`config.mk`:
```
export PLATFORM = sky130hd
export DESIGN_NAME = frgafc_top
export DESIGN_NICKNAME = d
export VERILOG_FILES = /design/src/rtl/frgafc_pkg.sv /design/src/rtl/frgafc_top.sv
export VERILOG_INCLUDE_DIRS = /design/src /design/src/rtl
export SDC_FILE = /design/constraint.sdc
export NUM_CORES = 1
export LEC_CHECK = 0
export BUFFER_PORTS_ARGS = -buffer_cell sky130_fd_sc_hd__buf_4
export CAP_MARGIN = 30
export CELL_PAD_IN_SITES_DETAIL_PLACEMENT = 1
export CELL_PAD_IN_SITES_GLOBAL_PLACEMENT = 1
export CORE_UTILIZATION = 35
export CTS_BUF_LIST = sky130_fd_sc_hd__clkbuf_8 sky130_fd_sc_hd__clkbuf_16
export CTS_CLUSTER_SIZE = 10
export DETAILED_ROUTE_END_ITERATION = 16
export PLACE_DENSITY_LB_ADDON = 0.08
export SYNTH_ARGS = -nofsm -noshare
export SYNTH_HDL_FRONTEND = slang
export SYNTH_SLANG_ARGS = --single-unit
```
`constraint.sdc`:
```
create_clock -name clk_i -period 3.22 [get_ports clk_i]
set_clock_uncertainty 0.05 [all_clocks]
set_input_delay 0.161 -clock clk_i [delete_from_list [all_inputs] [get_ports clk_i]]
set_output_delay 0.161 -clock clk_i [all_outputs]
set_load 0.03 [all_outputs]
```
`src/rtl/frgafc_map.svh`:
```
// constants for the all-frame control block: register offsets, field
// positions, reset values and counter width.
// included by the package, the top module and the bench.
`ifndef FRGAFC_MAP_SVH
`define FRGAFC_MAP_SVH

`define FRGAFC_AW 4
`define FRGAFC_DW 8
`define FRGAFC_CNT_W 8
`define FRGAFC_CNT_MAX 8'hff

`define FRGAFC_OFF_CTRL 4'h0
`define FRGAFC_OFF_STATUS 4'h1
`define FRGAFC_OFF_IRQ_STAT 4'h2
`define FRGAFC_OFF_IRQ_MASK 4'h3
`define FRGAFC_OFF_COUNT 4'h4

// control register fields
`define FRGAFC_CTRL_DECREMENT_ALL_FRAME_FLAG 0
`define FRGAFC_CTRL_FORCE_ALL_FRAME_BIT 1
// status register fields
`define FRGAFC_ST_ALL 0
`define FRGAFC_ST_TMP 1
`define FRGAFC_ST_FORCE_ALL_FRAME_BIT 2
// interrupt fields
`define FRGAFC_IRQ_ENTER 0
`define FRGAFC_IRQ_LEAVE 1
`define FRGAFC_IRQ_EOF 2
`define FRGAFC_IRQ_W 3

`define FRGAFC_MASK_RST 3'h0
`define FRGAFC_CTRL_RST 8'h00

`endif

```
`src/rtl/frgafc_pkg.sv`:
```
// types for the all-frame control block.
// constants live in frgafc_map.svh.
`include "frgafc_map.svh"
package frgafc_pkg;
  typedef enum logic [1:0] {
    FRGAFC_WORD_ADDR,
    FRGAFC_WORD_VECT,
    FRGAFC_WORD_MSG
  } frgafc_word_kind_type;

  // word found in a frame, from the frame decoder
  typedef struct packed {
    logic valid;
    frgafc_word_kind_type kind;
    logic [2:0] vtype;
    logic [31:0] data;
  } frgafc_word_type;

  // packet toward the host
  typedef struct packed {
    logic valid;
    logic is_status;
    logic eof;
    frgafc_word_kind_type kind;
    logic [31:0] data;
  } frgafc_pkt_type;

  typedef enum logic [2:0] {
    FRGAFC_VT_SECURE = 3'h0,
    FRGAFC_VT_ALPHA = 3'h5,
    FRGAFC_VT_HEXBIN = 3'h6
  } frgafc_vtype_type;

  typedef enum {
    FRGAFC_NORMAL,
    FRGAFC_ALLFRAME
  } frgafc_mode_type;
endpackage

```
`src/rtl/frgafc_top.sv`:
```
// all-frame mode control: counts messages needing every frame, forwards
// frame words to the host and marks each frame end in all-frame mode with a status packet.
// assumes the frame decoder presents words and frame ends on clk_i.
`timescale 1ns/10ps
`include "frgafc_map.svh"
module frgafc_top (
  input wire logic clk_i,
  input wire logic rst_b_i,
  input wire logic [`FRGAFC_AW-1:0] addr_i,
  input wire logic [`FRGAFC_DW-1:0] wdata_i,
  input wire logic wr_i,
  input wire logic rd_i,
  output logic [`FRGAFC_DW-1:0] rdata_o,
  input wire frgafc_pkg::frgafc_word_type word_i,
  input wire logic frame_end_i,
  input wire logic tmp_addr_pending_i,
  output frgafc_pkg::frgafc_pkt_type pkt_o,
  output logic all_frame_o,
  output logic irq_o
);
  import frgafc_pkg::*;

  logic [`FRGAFC_CNT_W-1:0] count, next_count;
  logic force_all_frame_bit, next_force_all_frame_bit;
  frgafc_mode_type mode, next_mode;
  logic [`FRGAFC_IRQ_W-1:0] irq_stat, next_irq_stat;
  logic [`FRGAFC_IRQ_W-1:0] irq_mask, next_irq_mask;
  frgafc_pkt_type next_pkt;
  logic [`FRGAFC_DW-1:0] next_rdata;

  logic inc, dec, stay, wr_ctrl;
  logic [`FRGAFC_IRQ_W-1:0] ev;

  assign wr_ctrl = wr_i && (addr_i == `FRGAFC_OFF_CTRL);
  // vector word of a type that may be fragmented
  assign inc = word_i.valid && (word_i.kind == FRGAFC_WORD_VECT) &&
    (word_i.vtype == FRGAFC_VT_SECURE || word_i.vtype == FRGAFC_VT_ALPHA ||
     word_i.vtype == FRGAFC_VT_HEXBIN);
  assign dec = wr_ctrl &&
    wdata_i[`FRGAFC_CTRL_DECREMENT_ALL_FRAME_FLAG];

  always_comb begin
    next_count = count;
    if (inc && !dec) begin
      // saturate high rather than wrap back to zero
      if (count != `FRGAFC_CNT_MAX) begin
        next_count = count + 1'b1;
      end
    end else if (dec && !inc) begin
      if (count != '0) begin
        next_count = count - 1'b1;
      end
    end
    next_force_all_frame_bit = wr_ctrl ?
      wdata_i[`FRGAFC_CTRL_FORCE_ALL_FRAME_BIT] : force_all_frame_bit;
  end

  // stay in all-frame while any reason remains
  assign stay = (next_count != '0) || tmp_addr_pending_i ||
    next_force_all_frame_bit;

  always_comb begin
    next_mode = mode;
    unique case (mode)
      FRGAFC_NORMAL: begin
        if (stay) begin
          next_mode = FRGAFC_ALLFRAME;
        end
      end
      FRGAFC_ALLFRAME: begin
        if (!stay) begin
          next_mode = FRGAFC_NORMAL;
        end
      end
    endcase
  end

  // packet out: a frame end in all-frame mode takes priority; decoder never offers a word
  // in the same cycle as a frame end
  always_comb begin
    next_pkt = '0;
    if (frame_end_i && mode == FRGAFC_ALLFRAME) begin
      next_pkt.valid = 1'b1;
      next_pkt.is_status = 1'b1;
      next_pkt.eof = 1'b1;
    end else if (word_i.valid) begin
      next_pkt.valid = 1'b1;
      next_pkt.kind = word_i.kind;
      next_pkt.data = word_i.data;
    end
  end

  always_comb begin
    ev = '0;
    ev[`FRGAFC_IRQ_ENTER] = (mode == FRGAFC_NORMAL) &&
      (next_mode == FRGAFC_ALLFRAME);
    ev[`FRGAFC_IRQ_LEAVE] = (mode == FRGAFC_ALLFRAME) &&
      (next_mode == FRGAFC_NORMAL);
    ev[`FRGAFC_IRQ_EOF] = next_pkt.eof;
    next_irq_stat = irq_stat;
    if (wr_i && addr_i == `FRGAFC_OFF_IRQ_STAT) begin
      next_irq_stat = irq_stat & ~wdata_i[`FRGAFC_IRQ_W-1:0];
    end
    // set wins over a clear in the same cycle
    next_irq_stat = next_irq_stat | ev;
    next_irq_mask = irq_mask;
    if (wr_i && addr_i == `FRGAFC_OFF_IRQ_MASK) begin
      next_irq_mask = wdata_i[`FRGAFC_IRQ_W-1:0];
    end
  end

  always_comb begin
    next_rdata = '0;
    if (rd_i) begin
      unique case (addr_i)
        `FRGAFC_OFF_CTRL: begin
          next_rdata[`FRGAFC_CTRL_FORCE_ALL_FRAME_BIT] = force_all_frame_bit;
        end
        `FRGAFC_OFF_STATUS: begin
          next_rdata[`FRGAFC_ST_ALL] = (mode == FRGAFC_ALLFRAME);
          next_rdata[`FRGAFC_ST_TMP] = tmp_addr_pending_i;
          next_rdata[`FRGAFC_ST_FORCE_ALL_FRAME_BIT] = force_all_frame_bit;
        end
        `FRGAFC_OFF_IRQ_STAT: next_rdata[`FRGAFC_IRQ_W-1:0] = irq_stat;
        `FRGAFC_OFF_IRQ_MASK: next_rdata[`FRGAFC_IRQ_W-1:0] = irq_mask;
        `FRGAFC_OFF_COUNT: next_rdata = count;
        default: next_rdata = '0;
      endcase
    end
  end

  always_ff @(posedge clk_i or negedge rst_b_i) begin
    if (!rst_b_i) begin
      count <= '0;
      force_all_frame_bit <= 1'b0;
      mode <= FRGAFC_NORMAL;
      irq_stat <= '0;
      irq_mask <= `FRGAFC_MASK_RST;
      pkt_o <= '0;
      rdata_o <= '0;
    end else begin
      count <= next_count;
      force_all_frame_bit <= next_force_all_frame_bit;
      mode <= next_mode;
      irq_stat <= next_irq_stat;
      irq_mask <= next_irq_mask;
      pkt_o <= next_pkt;
      rdata_o <= next_rdata;
    end
  end

  assign all_frame_o = (mode == FRGAFC_ALLFRAME);
  assign irq_o = |(irq_stat & irq_mask);
endmodule

```
# Yosys cells after proc, flatten, opt, wreduce, memory -nomap -nowiden
# Index checks and enable logic that the tools add are counted.
# op_classes
n_addsub	2
n_eq_ne	11
n_mux	19
bitwise	4
n_reduce_logical	25
# ops
op	count
$logic_not 32->1	3
$mux 34	2
$eq 32x2->1 const B	2
$mux 32	2
$pmux 32 s2	1
$mux 8	5
$eq 32x1->1 const B	1
$reduce_bool 8->1	2
$logic_and 1x1->1	11
$add 8x1->8 const B	1
$eq 4x2->1 const B	2
$ne 8x8->1 const B	1
$pmux 1 s4	2
$sub 8x1->8 const B	1
$and 3x3->3	2
$eq 3x3->1 const B	2
$mux 5	1
$pmux 1 s5	1
$eq 4x1->1 const B	1
$eq 4x3->1 const B	1
$logic_not 4->1	1
$logic_or 1x1->1	4
$logic_not 3->1	1
$mux 1	3
other kinds (7)	8
# totals
register_bits	92

# Depth between registers and ports, before layout
# Gate-level depths: netlist of the first run.
# depth
word_depth	16
mapped_depth	11
ltp_nobuf	10

# Least setup slack after synthesis of the first run
# Ideal clock, no wire load.
# synth_path
kind	register to register
startpoint	reg count[5]
endpoint	reg mode[10]
arrival_ps	3037
t_required_ps	3097
slack_ps	61
stages_incl_launch_ff	11
n_path_buf	2
period_less_slack_ps	3159
cell_sequence	dfrtp_1 buf_6 or4_4 o311ai_2 a21oi_2 a221o_1 a22o_1 or3_4 or3_4 buf_6 a21boi_2
# synth_via
elab_chain_len	9
# synth_lines
item	line	rtl
from (decl)	frgafc_top.sv:23	logic [`FRGAFC_CNT_W-1:0] count, next_count;
from (signal assigned)	frgafc_top.sv:142	count <= next_count;
$reduce_bool 8->1	frgafc_top.sv:50	if (count != '0) begin
$mux 8	frgafc_top.sv:50	
$mux 8	frgafc_top.sv:49	end else if (dec && !inc) begin
$mux 8 (*)	frgafc_top.sv:44	if (inc && !dec) begin
via next_count[2]	frgafc_top.sv:23	
$reduce_bool 8->1 (*)	frgafc_top.sv:59	assign stay = (next_count != '0) || tmp_addr_pending_i ||
$logic_or 1x1->1 (*) (2 in a row)	frgafc_top.sv:59	
$mux 32 (on tied branches)	frgafc_top.sv:71, frgafc_top.sv:66	
$pmux 32 s2 (*)	frgafc_top.sv:64	unique case (mode)
via next_mode[10]	frgafc_top.sv:25	frgafc_mode_type mode, next_mode;
to (signal assigned)	frgafc_top.sv:144	mode <= next_mode;
to (decl)	frgafc_top.sv:25	
# Mark *: on every way through the listed nets, which the timed path passes. The rest lies on a longest branch.
# A chain may end at the register's enable or synchronous reset.

# Worst setup path in the final report of the first run
# layout_path
startpoint	reg count[3]
endpoint	reg mode[28]
# The elaborated chain is that of the path after synthesis.

==> results of run 1 <==
[area by class of cell]
type | instances | area, um2 | share of cell area [%]
Sequential cell | 91 | 2280 | 40.4
Inverter | 7 | 26.3 | 0.466
Timing Repair Buffer | 148 | 1230 | 21.9
Clock buffer | 10 | 239 | 4.24
Multi-Input combinational cell | 213 | 1590 | 28.2
Tap cell | 140 | 175 | 3.11
Clock inverter | 6 | 93.8 | 1.66
[power by group]
part | switching [mW] | internal (mW)
clock | 0.471 | 0.711
combinational | 0.457 | 0.366
sequential | 0.0591 | 1.23
total | 0.987 | 2.31
[per-layer routing]
metal | global-route usage [%] | vias up
met2 | 31.6 | 62
met1 | 25.8 | 1590
met4 | 9.56 | 0
li1 | - | 1474
met3 | 3.98 | 18
met5 | 0 | -
[cell families after synthesis]
logic type	count (synthesis)
buffers and inverters	28
xor gates and xnor gates	6
DFF	91
and+or+nand+nor	121
muxes	7
AOI/OAI and AO/OA	76
adders and majority gates	3
[repair_timing]
item / in CTS / in global routing
pin swaps: 0 / 7
endpoints found under the setup margin: 3 / 32
cloned: 0 / 3
setup buffers: 0 / 2
gates resized for setup: 3 / 5
hold buffers: 21 / 0
hold endpoints to repair: 71 / 0
[worst paths after layout]
path,start,to,slack [ns],cells after the start
worst max-delay path,count[3]$_DFF_PN0_,mode[28]$_DFF_PN0_,0.07,10
worst min-delay path,word_i[11],pkt_o[11]$_DFF_PN0_,0.01,2
worst max register to register,count[3]$_DFF_PN0_,mode[28]$_DFF_PN0_,0.07,10
worst min register to register,mode[23]$_DFF_PN0_,mode[23]$_DFF_PN0_,0.47,1
max in group asynchronous,rst_b_i,count[1]$_DFF_PN0_,2.02,3
min in group asynchronous,rst_b_i,mode[5]$_DFF_PN0_,0.34,2
[cell usage in the layout, fill, tap and decap left out, drive strengths merged, types with 2 or more instances in the layout]
| cell | netlist | layout |
|---|---|---|
| bufinv | 0 | 2 |
| o32a | 2 | 2 |
| a211o | 2 | 2 |
| nor3b | 2 | 2 |
| xnor2 | 2 | 2 |
| mux2 | 4 | 4 |
| and3 | 36 | 36 |
| nand2 | 15 | 15 |
| and2 | 7 | 7 |
| xor2 | 4 | 4 |
| ha | 3 | 3 |
| nor2b | 7 | 7 |
| o211ai | 2 | 2 |
| nand3b | 3 | 3 |
| mux2i | 2 | 2 |
| nor2 | 18 | 18 |
| clkbuf | 12 | 12 |
| dlygate4sd3 | 0 | 21 |
| o211a | 2 | 2 |
| inv | 7 | 10 |
| nor3 | 7 | 7 |
| dfrtp | 91 | 91 |
| or3 | 4 | 4 |
| o311ai | 2 | 2 |
| a22oi | 3 | 3 |
| a21boi | 31 | 31 |
| nand3 | 4 | 4 |
| a31oi | 3 | 3 |
| a22o | 2 | 2 |
| nor4 | 9 | 9 |
| a221oi | 2 | 2 |
| nand2b | 2 | 2 |
| buf | 9 | 125 |
| nand4 | 3 | 3 |
| a21oi | 6 | 6 |
| o21ai | 10 | 10 |
[per-stage QoR]
| stage | std cells | TNS, ns | instance area [um2] | setup WS (ns) |
|---|---|---|---|---|
| finish | 615 | 0 | 5640 | 0.0674 |
| CTS | 610 | 0 | 5540 | 0.0121 |
| global placement | 573 | 0 | 4980 | 0.0475 |
| global route | 615 | -0.109 | 5640 | -0.0133 |
| floorplan | 332 | 0 | 3970 | 0.0606 |
| detailed placement | 573 | 0 | 4980 | 0.00687 |
[sequential cells by signal, summed over array words and instances (netlist names)]
name / count
irq_mask: 3
irq_stat: 3
pkt_o: 36
mode: 32
count: 8
force_all_frame_bit: 1
rdata_o: 8
==> flow_summary.toml, run 1 <==
[sta]
finalHoldViolations = 0
setup_viol = 0
min_period_ns = 3.15
timing.final.crit_share_pct = 97.9
relSlewSlack_pct = 41.7
final_max_slew_viol_count = 0
worst_pin_slew_ns = 0.868
max_freq_mhz = 317
fin_hold_ws_ns = 0.0141

[global_routing]
overflow = 0
grt_pass1_wl_mm = 17.6
grt_use_total_pct = 19.9
antenna_found_initial = 0
grt_max_degree = 54
grt_pass1_vias = 3400

[synth]
synth_nets = 391
yosys.area_share.xor_xnor_pct = 1.32
syn_area_um2 = 3970
synth_common_cells = "dfrtp_1, and3_1, a21boi_2"
yosysMostFrequentCell = "dfrtp_1"
synthSimpleGateAreaFrac_pct = 17.3
synth_compound_area_share_pct = 17.2
synth_fa_ha_area_share_pct = 0.946
ys_warn_count = 0
synth.top_cell.area_share_pct = 57.4
syn_avg_cell_area_um2 = 12.0
synth-main-ff-cell = "dfrtp_1"
synth_area_leaders = "dfrtp_1, a21boi_2, and3_1"
synth_edf_count = 0
synth_mux_area_share_pct = 2.21
yosys_register_bits = 91
seq_area_frac_synth_pct = 57.4
synth_top_area_cell = "dfrtp_1"
synth_cell_type_count = 55
synth_top_family_by_area = "simple AND/OR/NAND/NOR gates"
netlist_instances = 332
synthArstFlopShare_pct = 100

[finish]
utilization_pct = 51.5
fillerInstances = 1164
syn_to_final_growth_pct = 42.0
drive_gt1_share_pct = 39.6
nNetsFinal = 529
antenna_cells = 0

[floorplanning]
start_util_pct = 36.3
dieArea_um2 = 11800
die-width_um = 108
num_rows = 38
io_pins = 103
core_area_um2 = 10900
die_h_um = 108

[min_path]
hold_path_class = "in -> reg"

[placed_design]
io_buffers = 97
detailed_place_hpwl_mm = 7.46
place_congestion = 0.877

[worst_setup_path]
crit_type = "reg -> reg"
crit_buf_inv = 3
cp_cell_sequence = "or4_4, buf_4, or3_4, o211a_1, a22o_1, or3_4, buf_4, o21ai_4, clkbuf_16, a21boi_2"
end_kind = "register"
cp-start-kind = "register"
cp_max_fo = 6
crit_arrival_ns = 3.34
crit_family = "simple AND/OR/NAND/NOR gates"
required_ns = 3.41
max_stage_delay_ns = 0.55
slowest_stage = "or4_4"

[detailed_routing]
wl_mm = 11.0
drcViolationCount = 0
top_layer = "met4"
routed_via_density = 5.11
wl_met1_mm = 5.03
dr_wl_met3_um = 386
num_vias = 3144
drtAntennaViolNets = 0
wl_met2_mm = 5.32
first_pass_iters = 4
avgRoutedWirePerCell_um = 17.9
drtIter0Drc = 89

[power]
powerDensity_nw_per_um2 = 584
peakVddDrop_mv = 0.336
p_leak_nw = 2.82
fin_total_pwr_mw = 3.29

[clocking]
clockBufferDepth = 2
clk_pin_slew_worst_paths_ns = 0.07
cts_sinks = 91
cts_buffers = 9
clock_latency_ns = 0.35
cts_tree = "built"
ctsHtreeMaxLevel = 3
clock-root-buffer = "clkbuf_16"

[job]
max_cap_viol_count = 0

[status]
outcome = "complete, no violations"
Power figures use the tool's default switching activity.
==> inputs of run 2 (changes only) <==
Settings changed: CORE_UTILIZATION 35 to 37, PLACE_DENSITY_LB_ADDON 0.08 to 0.1.
==> run 2 against run 1 <==
Net effect: sequential cell count is the same; power fell by 11%; largest power group unchanged; worst hold slack better by 0.044 ns; non-clock buffer count is 12 higher; critical endpoint is now mode[29]$_DFF_PN0_.
==> flow_summary.toml, run 2 (same netlist as run 1, synthesis figures left out) <==
[finish]
seqCellArea_um2 = 2280
largest-register = "pkt_o"
nNetsFinal = 541
final_area_um2 = 5660
largest_register_ffs = 36
utilization_pct = 54.6
multi_input_area_um2 = 1610
final_cell_mix = "buf_4, dfrtp_1, dlygate4sd3_1, and3_1, a21boi_2"
syn_to_final_growth_pct = 42.6
antenna_cells = 0
top_regs = "pkt_o: 36 flops, mode: 32 flops"
drive_gt1_share_pct = 37.9
fillerInstances = 1103
final_cells = 621
mostFrequentLayoutCell = "buf_4"

[min_path]
hold_path_class = "in -> reg"
hold_depth = 4

[detailed_routing]
drtAntennaViolNets = 0
drcViolationCount = 0
num_vias = 3205
first_pass_iters = 4
wl_mm = 11.0
avgRoutedWirePerCell_um = 17.7
routed_via_density = 5.16
drtIter0Drc = 135

[clocking]
cts_tree = "built"
clock-root-buffer = "clkbuf_8"
ctsHtreeMaxLevel = 3
clock_latency_ns = 0.37
clockBufferDepth = 2
clk_pin_slew_worst_paths_ns = 0.09
cts_sinks = 91
cts_buffers = 9

[sta]
setup_viol = 0
relSlewSlack_pct = 54.7
max_freq_mhz = 318
timing.final.crit_share_pct = 97.6
worst_pin_slew_ns = 0.679
fin_hold_ws_ns = 0.0581
min_period_ns = 3.14
finalHoldViolations = 0
final_max_slew_viol_count = 0

[worst_setup_path]
crit_type = "reg -> reg"
max_stage_delay_ns = 0.58
cp_cell_sequence = "or4_4, o311ai_4, a21oi_2, a221o_1, a22o_1, or3_4, or3_4, clkbuf_16, a21boi_2"
crit_cells = 9
cp_max_fo = 7
slowest_stage = "or4_4"
end_kind = "register"
crit_buf_inv = 1
crit_arrival_ns = 3.39
r2r.worst_path.cells = 9
required_ns = 3.47
crit_family = "simple AND/OR/NAND/NOR gates"
critPathMostFrequentCell = "or3_4"
cp-start-kind = "register"

[power]
fin_total_pwr_mw = 2.94
peakVddDrop_mv = 0.372
p_leak_nw = 2.81
powerDensity_nw_per_um2 = 520

[placed_design]
io_buffers = 97
detailed_place_hpwl_mm = 7.40
dp.cells = 566
place_congestion = 0.844
placed_cell_area_um2 = 4960

[floorplanning]
start_util_pct = 38.3
dieArea_um2 = 11100
die_h_um = 106
die-width_um = 106
io_pins = 103
num_rows = 37
core_area_um2 = 10400

[job]
max_cap_viol_count = 0

[global_routing]
overflow = 0
grt_pass1_wl_mm = 17.7
grt_max_degree = 56
grt_use_total_pct = 20.8
grt_pass1_vias = 3400
antenna_found_initial = 0

[status]
outcome = "complete, no violations"
[run 2: layout make-up]
cell class / count / area share [%]
Sequential cell: 91 / 40.2
Multi-Input combinational cell: 213 / 28.5
Timing Repair Buffer: 160 / 24.2
Tap cell: 136 / 3.01
Clock buffer: 9 / 2.19
Clock inverter: 5 / 1.42
Inverter: 7 / 0.464
[run 2: final timing paths]
kind / start / slack (ns) / end
setup / recovery: count[3]$_DFF_PN0_ / 0.08 / mode[29]$_DFF_PN0_
hold / removal: addr_i[3] / 0.06 / rdata_o[0]$_DFF_PN0_
setup reg to reg: count[3]$_DFF_PN0_ / 0.08 / mode[29]$_DFF_PN0_
hold reg to reg: mode[24]$_DFF_PN0_ / 0.48 / mode[24]$_DFF_PN0_
max in group asynchronous: rst_b_i / 2.07 / mode[12]$_DFF_PN0_
min in group asynchronous: rst_b_i / 0.32 / mode[26]$_DFF_PN0_
[run 2: metrics by stage]
step | setup TNS (ns) | setup slack [ns]
floorplan | 0 | 0.0606
global placement | 0 | 0.0286
detailed placement | -0.0151 | -0.00603
CTS | 0 | 0.00541
global route | -0.0113 | -0.00348
finish | 0 | 0.0767
[run 2: timing repair]
| item | CTS | global route |
|---|---|---|
| setup endpoints to repair | 25 | 32 |
| pin swaps | 1 | 8 |
| setup buffers | 0 | 1 |
| cloned | 0 | 2 |
| hold buffers | 38 | 0 |
| hold endpoints to repair | 90 | 0 |
| resized for setup | 2 | 8 |
[run 2: worst register-to-register path, cell delays in order, from the launching register on]
cell	delay, ns
dfrtp_1	0.39
or4_4	0.58
o311ai_4	0.26
a21oi_2	0.07
a221o_1	0.32
a22o_1	0.22
or3_4	0.38
or3_4	0.47
clkbuf_16	0.20
a21boi_2	0.13
[run 2: layer usage]
metal  part of all wire [%]  global-route usage, %
met3                    4.5                   5.57
met5                      0                      0
met2                     50                   35.2
met1                     43                   25.4
met4                    2.6                   7.74
[run 2: report_power, final]
part	switching (mW)	internal [mW]
Clock	0.413	0.429
Sequential	0.0710	1.23
Combinational	0.436	0.364
Total	0.920	2.02
==> inputs of run 3 (changes only) <==
Settings changed: CORE_ASPECT_RATIO set to 1.1.
==> run 3 against run 2 <==
Net effect: first-iteration DRC count down 30%; clock power up 14%; utilization down 1.9 points; global-route usage down 1.1 points; setup slack worse by 0.0059 ns; sequential cell count unchanged; die area about the same; sequential power about the same; routed wire length down 5.3%; largest cell class unchanged.
==> flow_summary.toml, run 3 (same netlist as run 1, synthesis figures left out) <==
[finish]
fillerInstances = 1144
antenna_cells = 0
final_area_um2 = 5480
largest_register_ffs = 36
top_regs = "pkt_o: 36 flops, mode: 32 flops"
mostFrequentLayoutCell = "buf_4"
largest-register = "pkt_o"
syn_to_final_growth_pct = 38.0
nNetsFinal = 517
final_cells = 606
drive_gt1_share_pct = 39.1
final_cell_mix = "buf_4, dfrtp_1, and3_1, a21boi_2, nor2_1"

[sta]
worst_pin_slew_ns = 0.679
final_max_slew_viol_count = 0
relSlewSlack_pct = 54.4
timing.final.crit_share_pct = 97.8
setup_viol = 0
worst_slack_ns = 0.0707
max_freq_mhz = 318
min_period_ns = 3.15
finalHoldViolations = 0

[detailed_routing]
first_pass_iters = 4
drtIter0Drc = 94
wl_mm = 10.4
routed_via_density = 5.07
avgRoutedWirePerCell_um = 17.2
num_vias = 3071
drcViolationCount = 0
drtAntennaViolNets = 0

[worst_setup_path]
required_ns = 3.44
slowest_stage = "or4_4"
r2r.worst_path.cells = 9
cp_cell_sequence = "or4_4, o311ai_4, a21oi_2, a221o_1, a22o_1, or3_4, or3_4, clkbuf_16, a21boi_1"
end_kind = "register"
max_stage_delay_ns = 0.58
critPathMostFrequentCell = "or3_4"
cp_max_fo = 8
crit_arrival_ns = 3.37
crit_type = "reg -> reg"
cp-start-kind = "register"

[clocking]
cts_sinks = 91
clockBufferDepth = 2
clock_latency_ns = 0.34
cts_buffers = 9
clock-root-buffer = "clkbuf_16"
ctsHtreeMaxLevel = 3
clk_pin_slew_worst_paths_ns = 0.06
cts_tree = "built"

[floorplanning]
die_h_um = 111
core_area_um2 = 10400
num_rows = 39
dieArea_um2 = 11100
die-width_um = 101
start_util_pct = 38.2
io_pins = 103

[job]
max_cap_viol_count = 0

[power]
combPwrFrac_pct = 25.1
powerDensity_nw_per_um2 = 552
fin_total_pwr_mw = 3.02
p_leak_nw = 2.75
power.clock.fraction_pct = 31.7
peakVddDrop_mv = 0.332
internal_power_mw = 2.09
p_sw_mw = 0.938
p_sw_share_pct = 31.0
pwr-share-seq_pct = 43.2

[min_path]
hold_path_class = "in -> reg"
hold_depth = 2

[global_routing]
overflow = 0
grt_max_degree = 77
grt_use_total_pct = 19.7
grt_pass1_vias = 3270
grt_pass1_wl_mm = 16.8
antenna_found_initial = 0

[placed_design]
detailed_place_hpwl_mm = 7.18
dp.cells = 571
place_congestion = 0.862
placed_cell_area_um2 = 4940
io_buffers = 97
dp_slack_ns = 0.0112

[status]
outcome = "complete, no violations"
run 3: worst paths after layout:
path | slack (ns) | from | to
setup / recovery | 0.07 | count[6]$_DFF_PN0_ | mode[31]$_DFF_PN0_
hold / removal | 0.01 | word_i[11] | pkt_o[11]$_DFF_PN0_
setup reg to reg | 0.07 | count[6]$_DFF_PN0_ | mode[31]$_DFF_PN0_
hold reg to reg | 0.47 | mode[24]$_DFF_PN0_ | mode[24]$_DFF_PN0_
max in group asynchronous | 2.08 | rst_b_i | count[0]$_DFF_PN0_
min in group asynchronous | 0.26 | rst_b_i | mode[26]$_DFF_PN0_
run 3: through the flow:
step,setup TNS [ns],util [%],hold WS [ns]
2_1_floorplan,0,-,-0.185
3_3_place_gp,0,47.6,0.316
3_5_place_dp,0,47.6,0.318
4_1_cts,0,51.5,0.000692
5_1_grt,-0.0776,52.7,0.000213
6_report,0,52.7,0.0103
run 3: timing repair:
action | in CTS | in global routing
endpoints found under the hold margin | 86 | 0
resized for setup | 2 | 5
pin swaps | 2 | 6
gates cloned | 0 | 3
endpoints found under the setup margin | 12 | 32
hold buffers | 13 | 0
setup buffers | 0 | 2
run 3: layout make-up:
cell class              instances  area [um2]  area share (%)
flip-flops and latches         91        2280            41.6
multi-input cells             213        1590            29.0
repair buffers                136        1140            20.8
clock buffers                   9         225            4.11
well taps                     143         179            3.27
clock inverters                 7        43.8           0.800
inverters                       7        26.3           0.480
run 3: per-layer routing:
layer	track usage, %	vias to the layer above	wire [um]
li1	-	1453	-
met1	23.5	1553	4230
met2	34.2	49	5650
met3	4.62	16	376
met4	7.05	0	166
met5	0	-	0
run 3: critical path, delay by kind of cell, from the launching register on:
family | cells | cell delay (ns)
AOI/OAI and AO/OA | 5 | 1.00
buffers and inverters | 1 | 0.20
DFF | 1 | 0.38
and+or+nand+nor | 3 | 1.43
run 3: power groups by stage:
stage | registers [mW] | logic, mW | clock network (mW)
6_report | 1.31 | 0.758 | 0.959
5_1_grt | 1.32 | 0.821 | 1.04
4_1_cts | 1.31 | 0.735 | 0.990
3_5_place_dp | 1.33 | 0.713 | 0
3_3_place_gp | 1.32 | 0.694 | 0
2_1_floorplan | 1.35 | 0.371 | 0
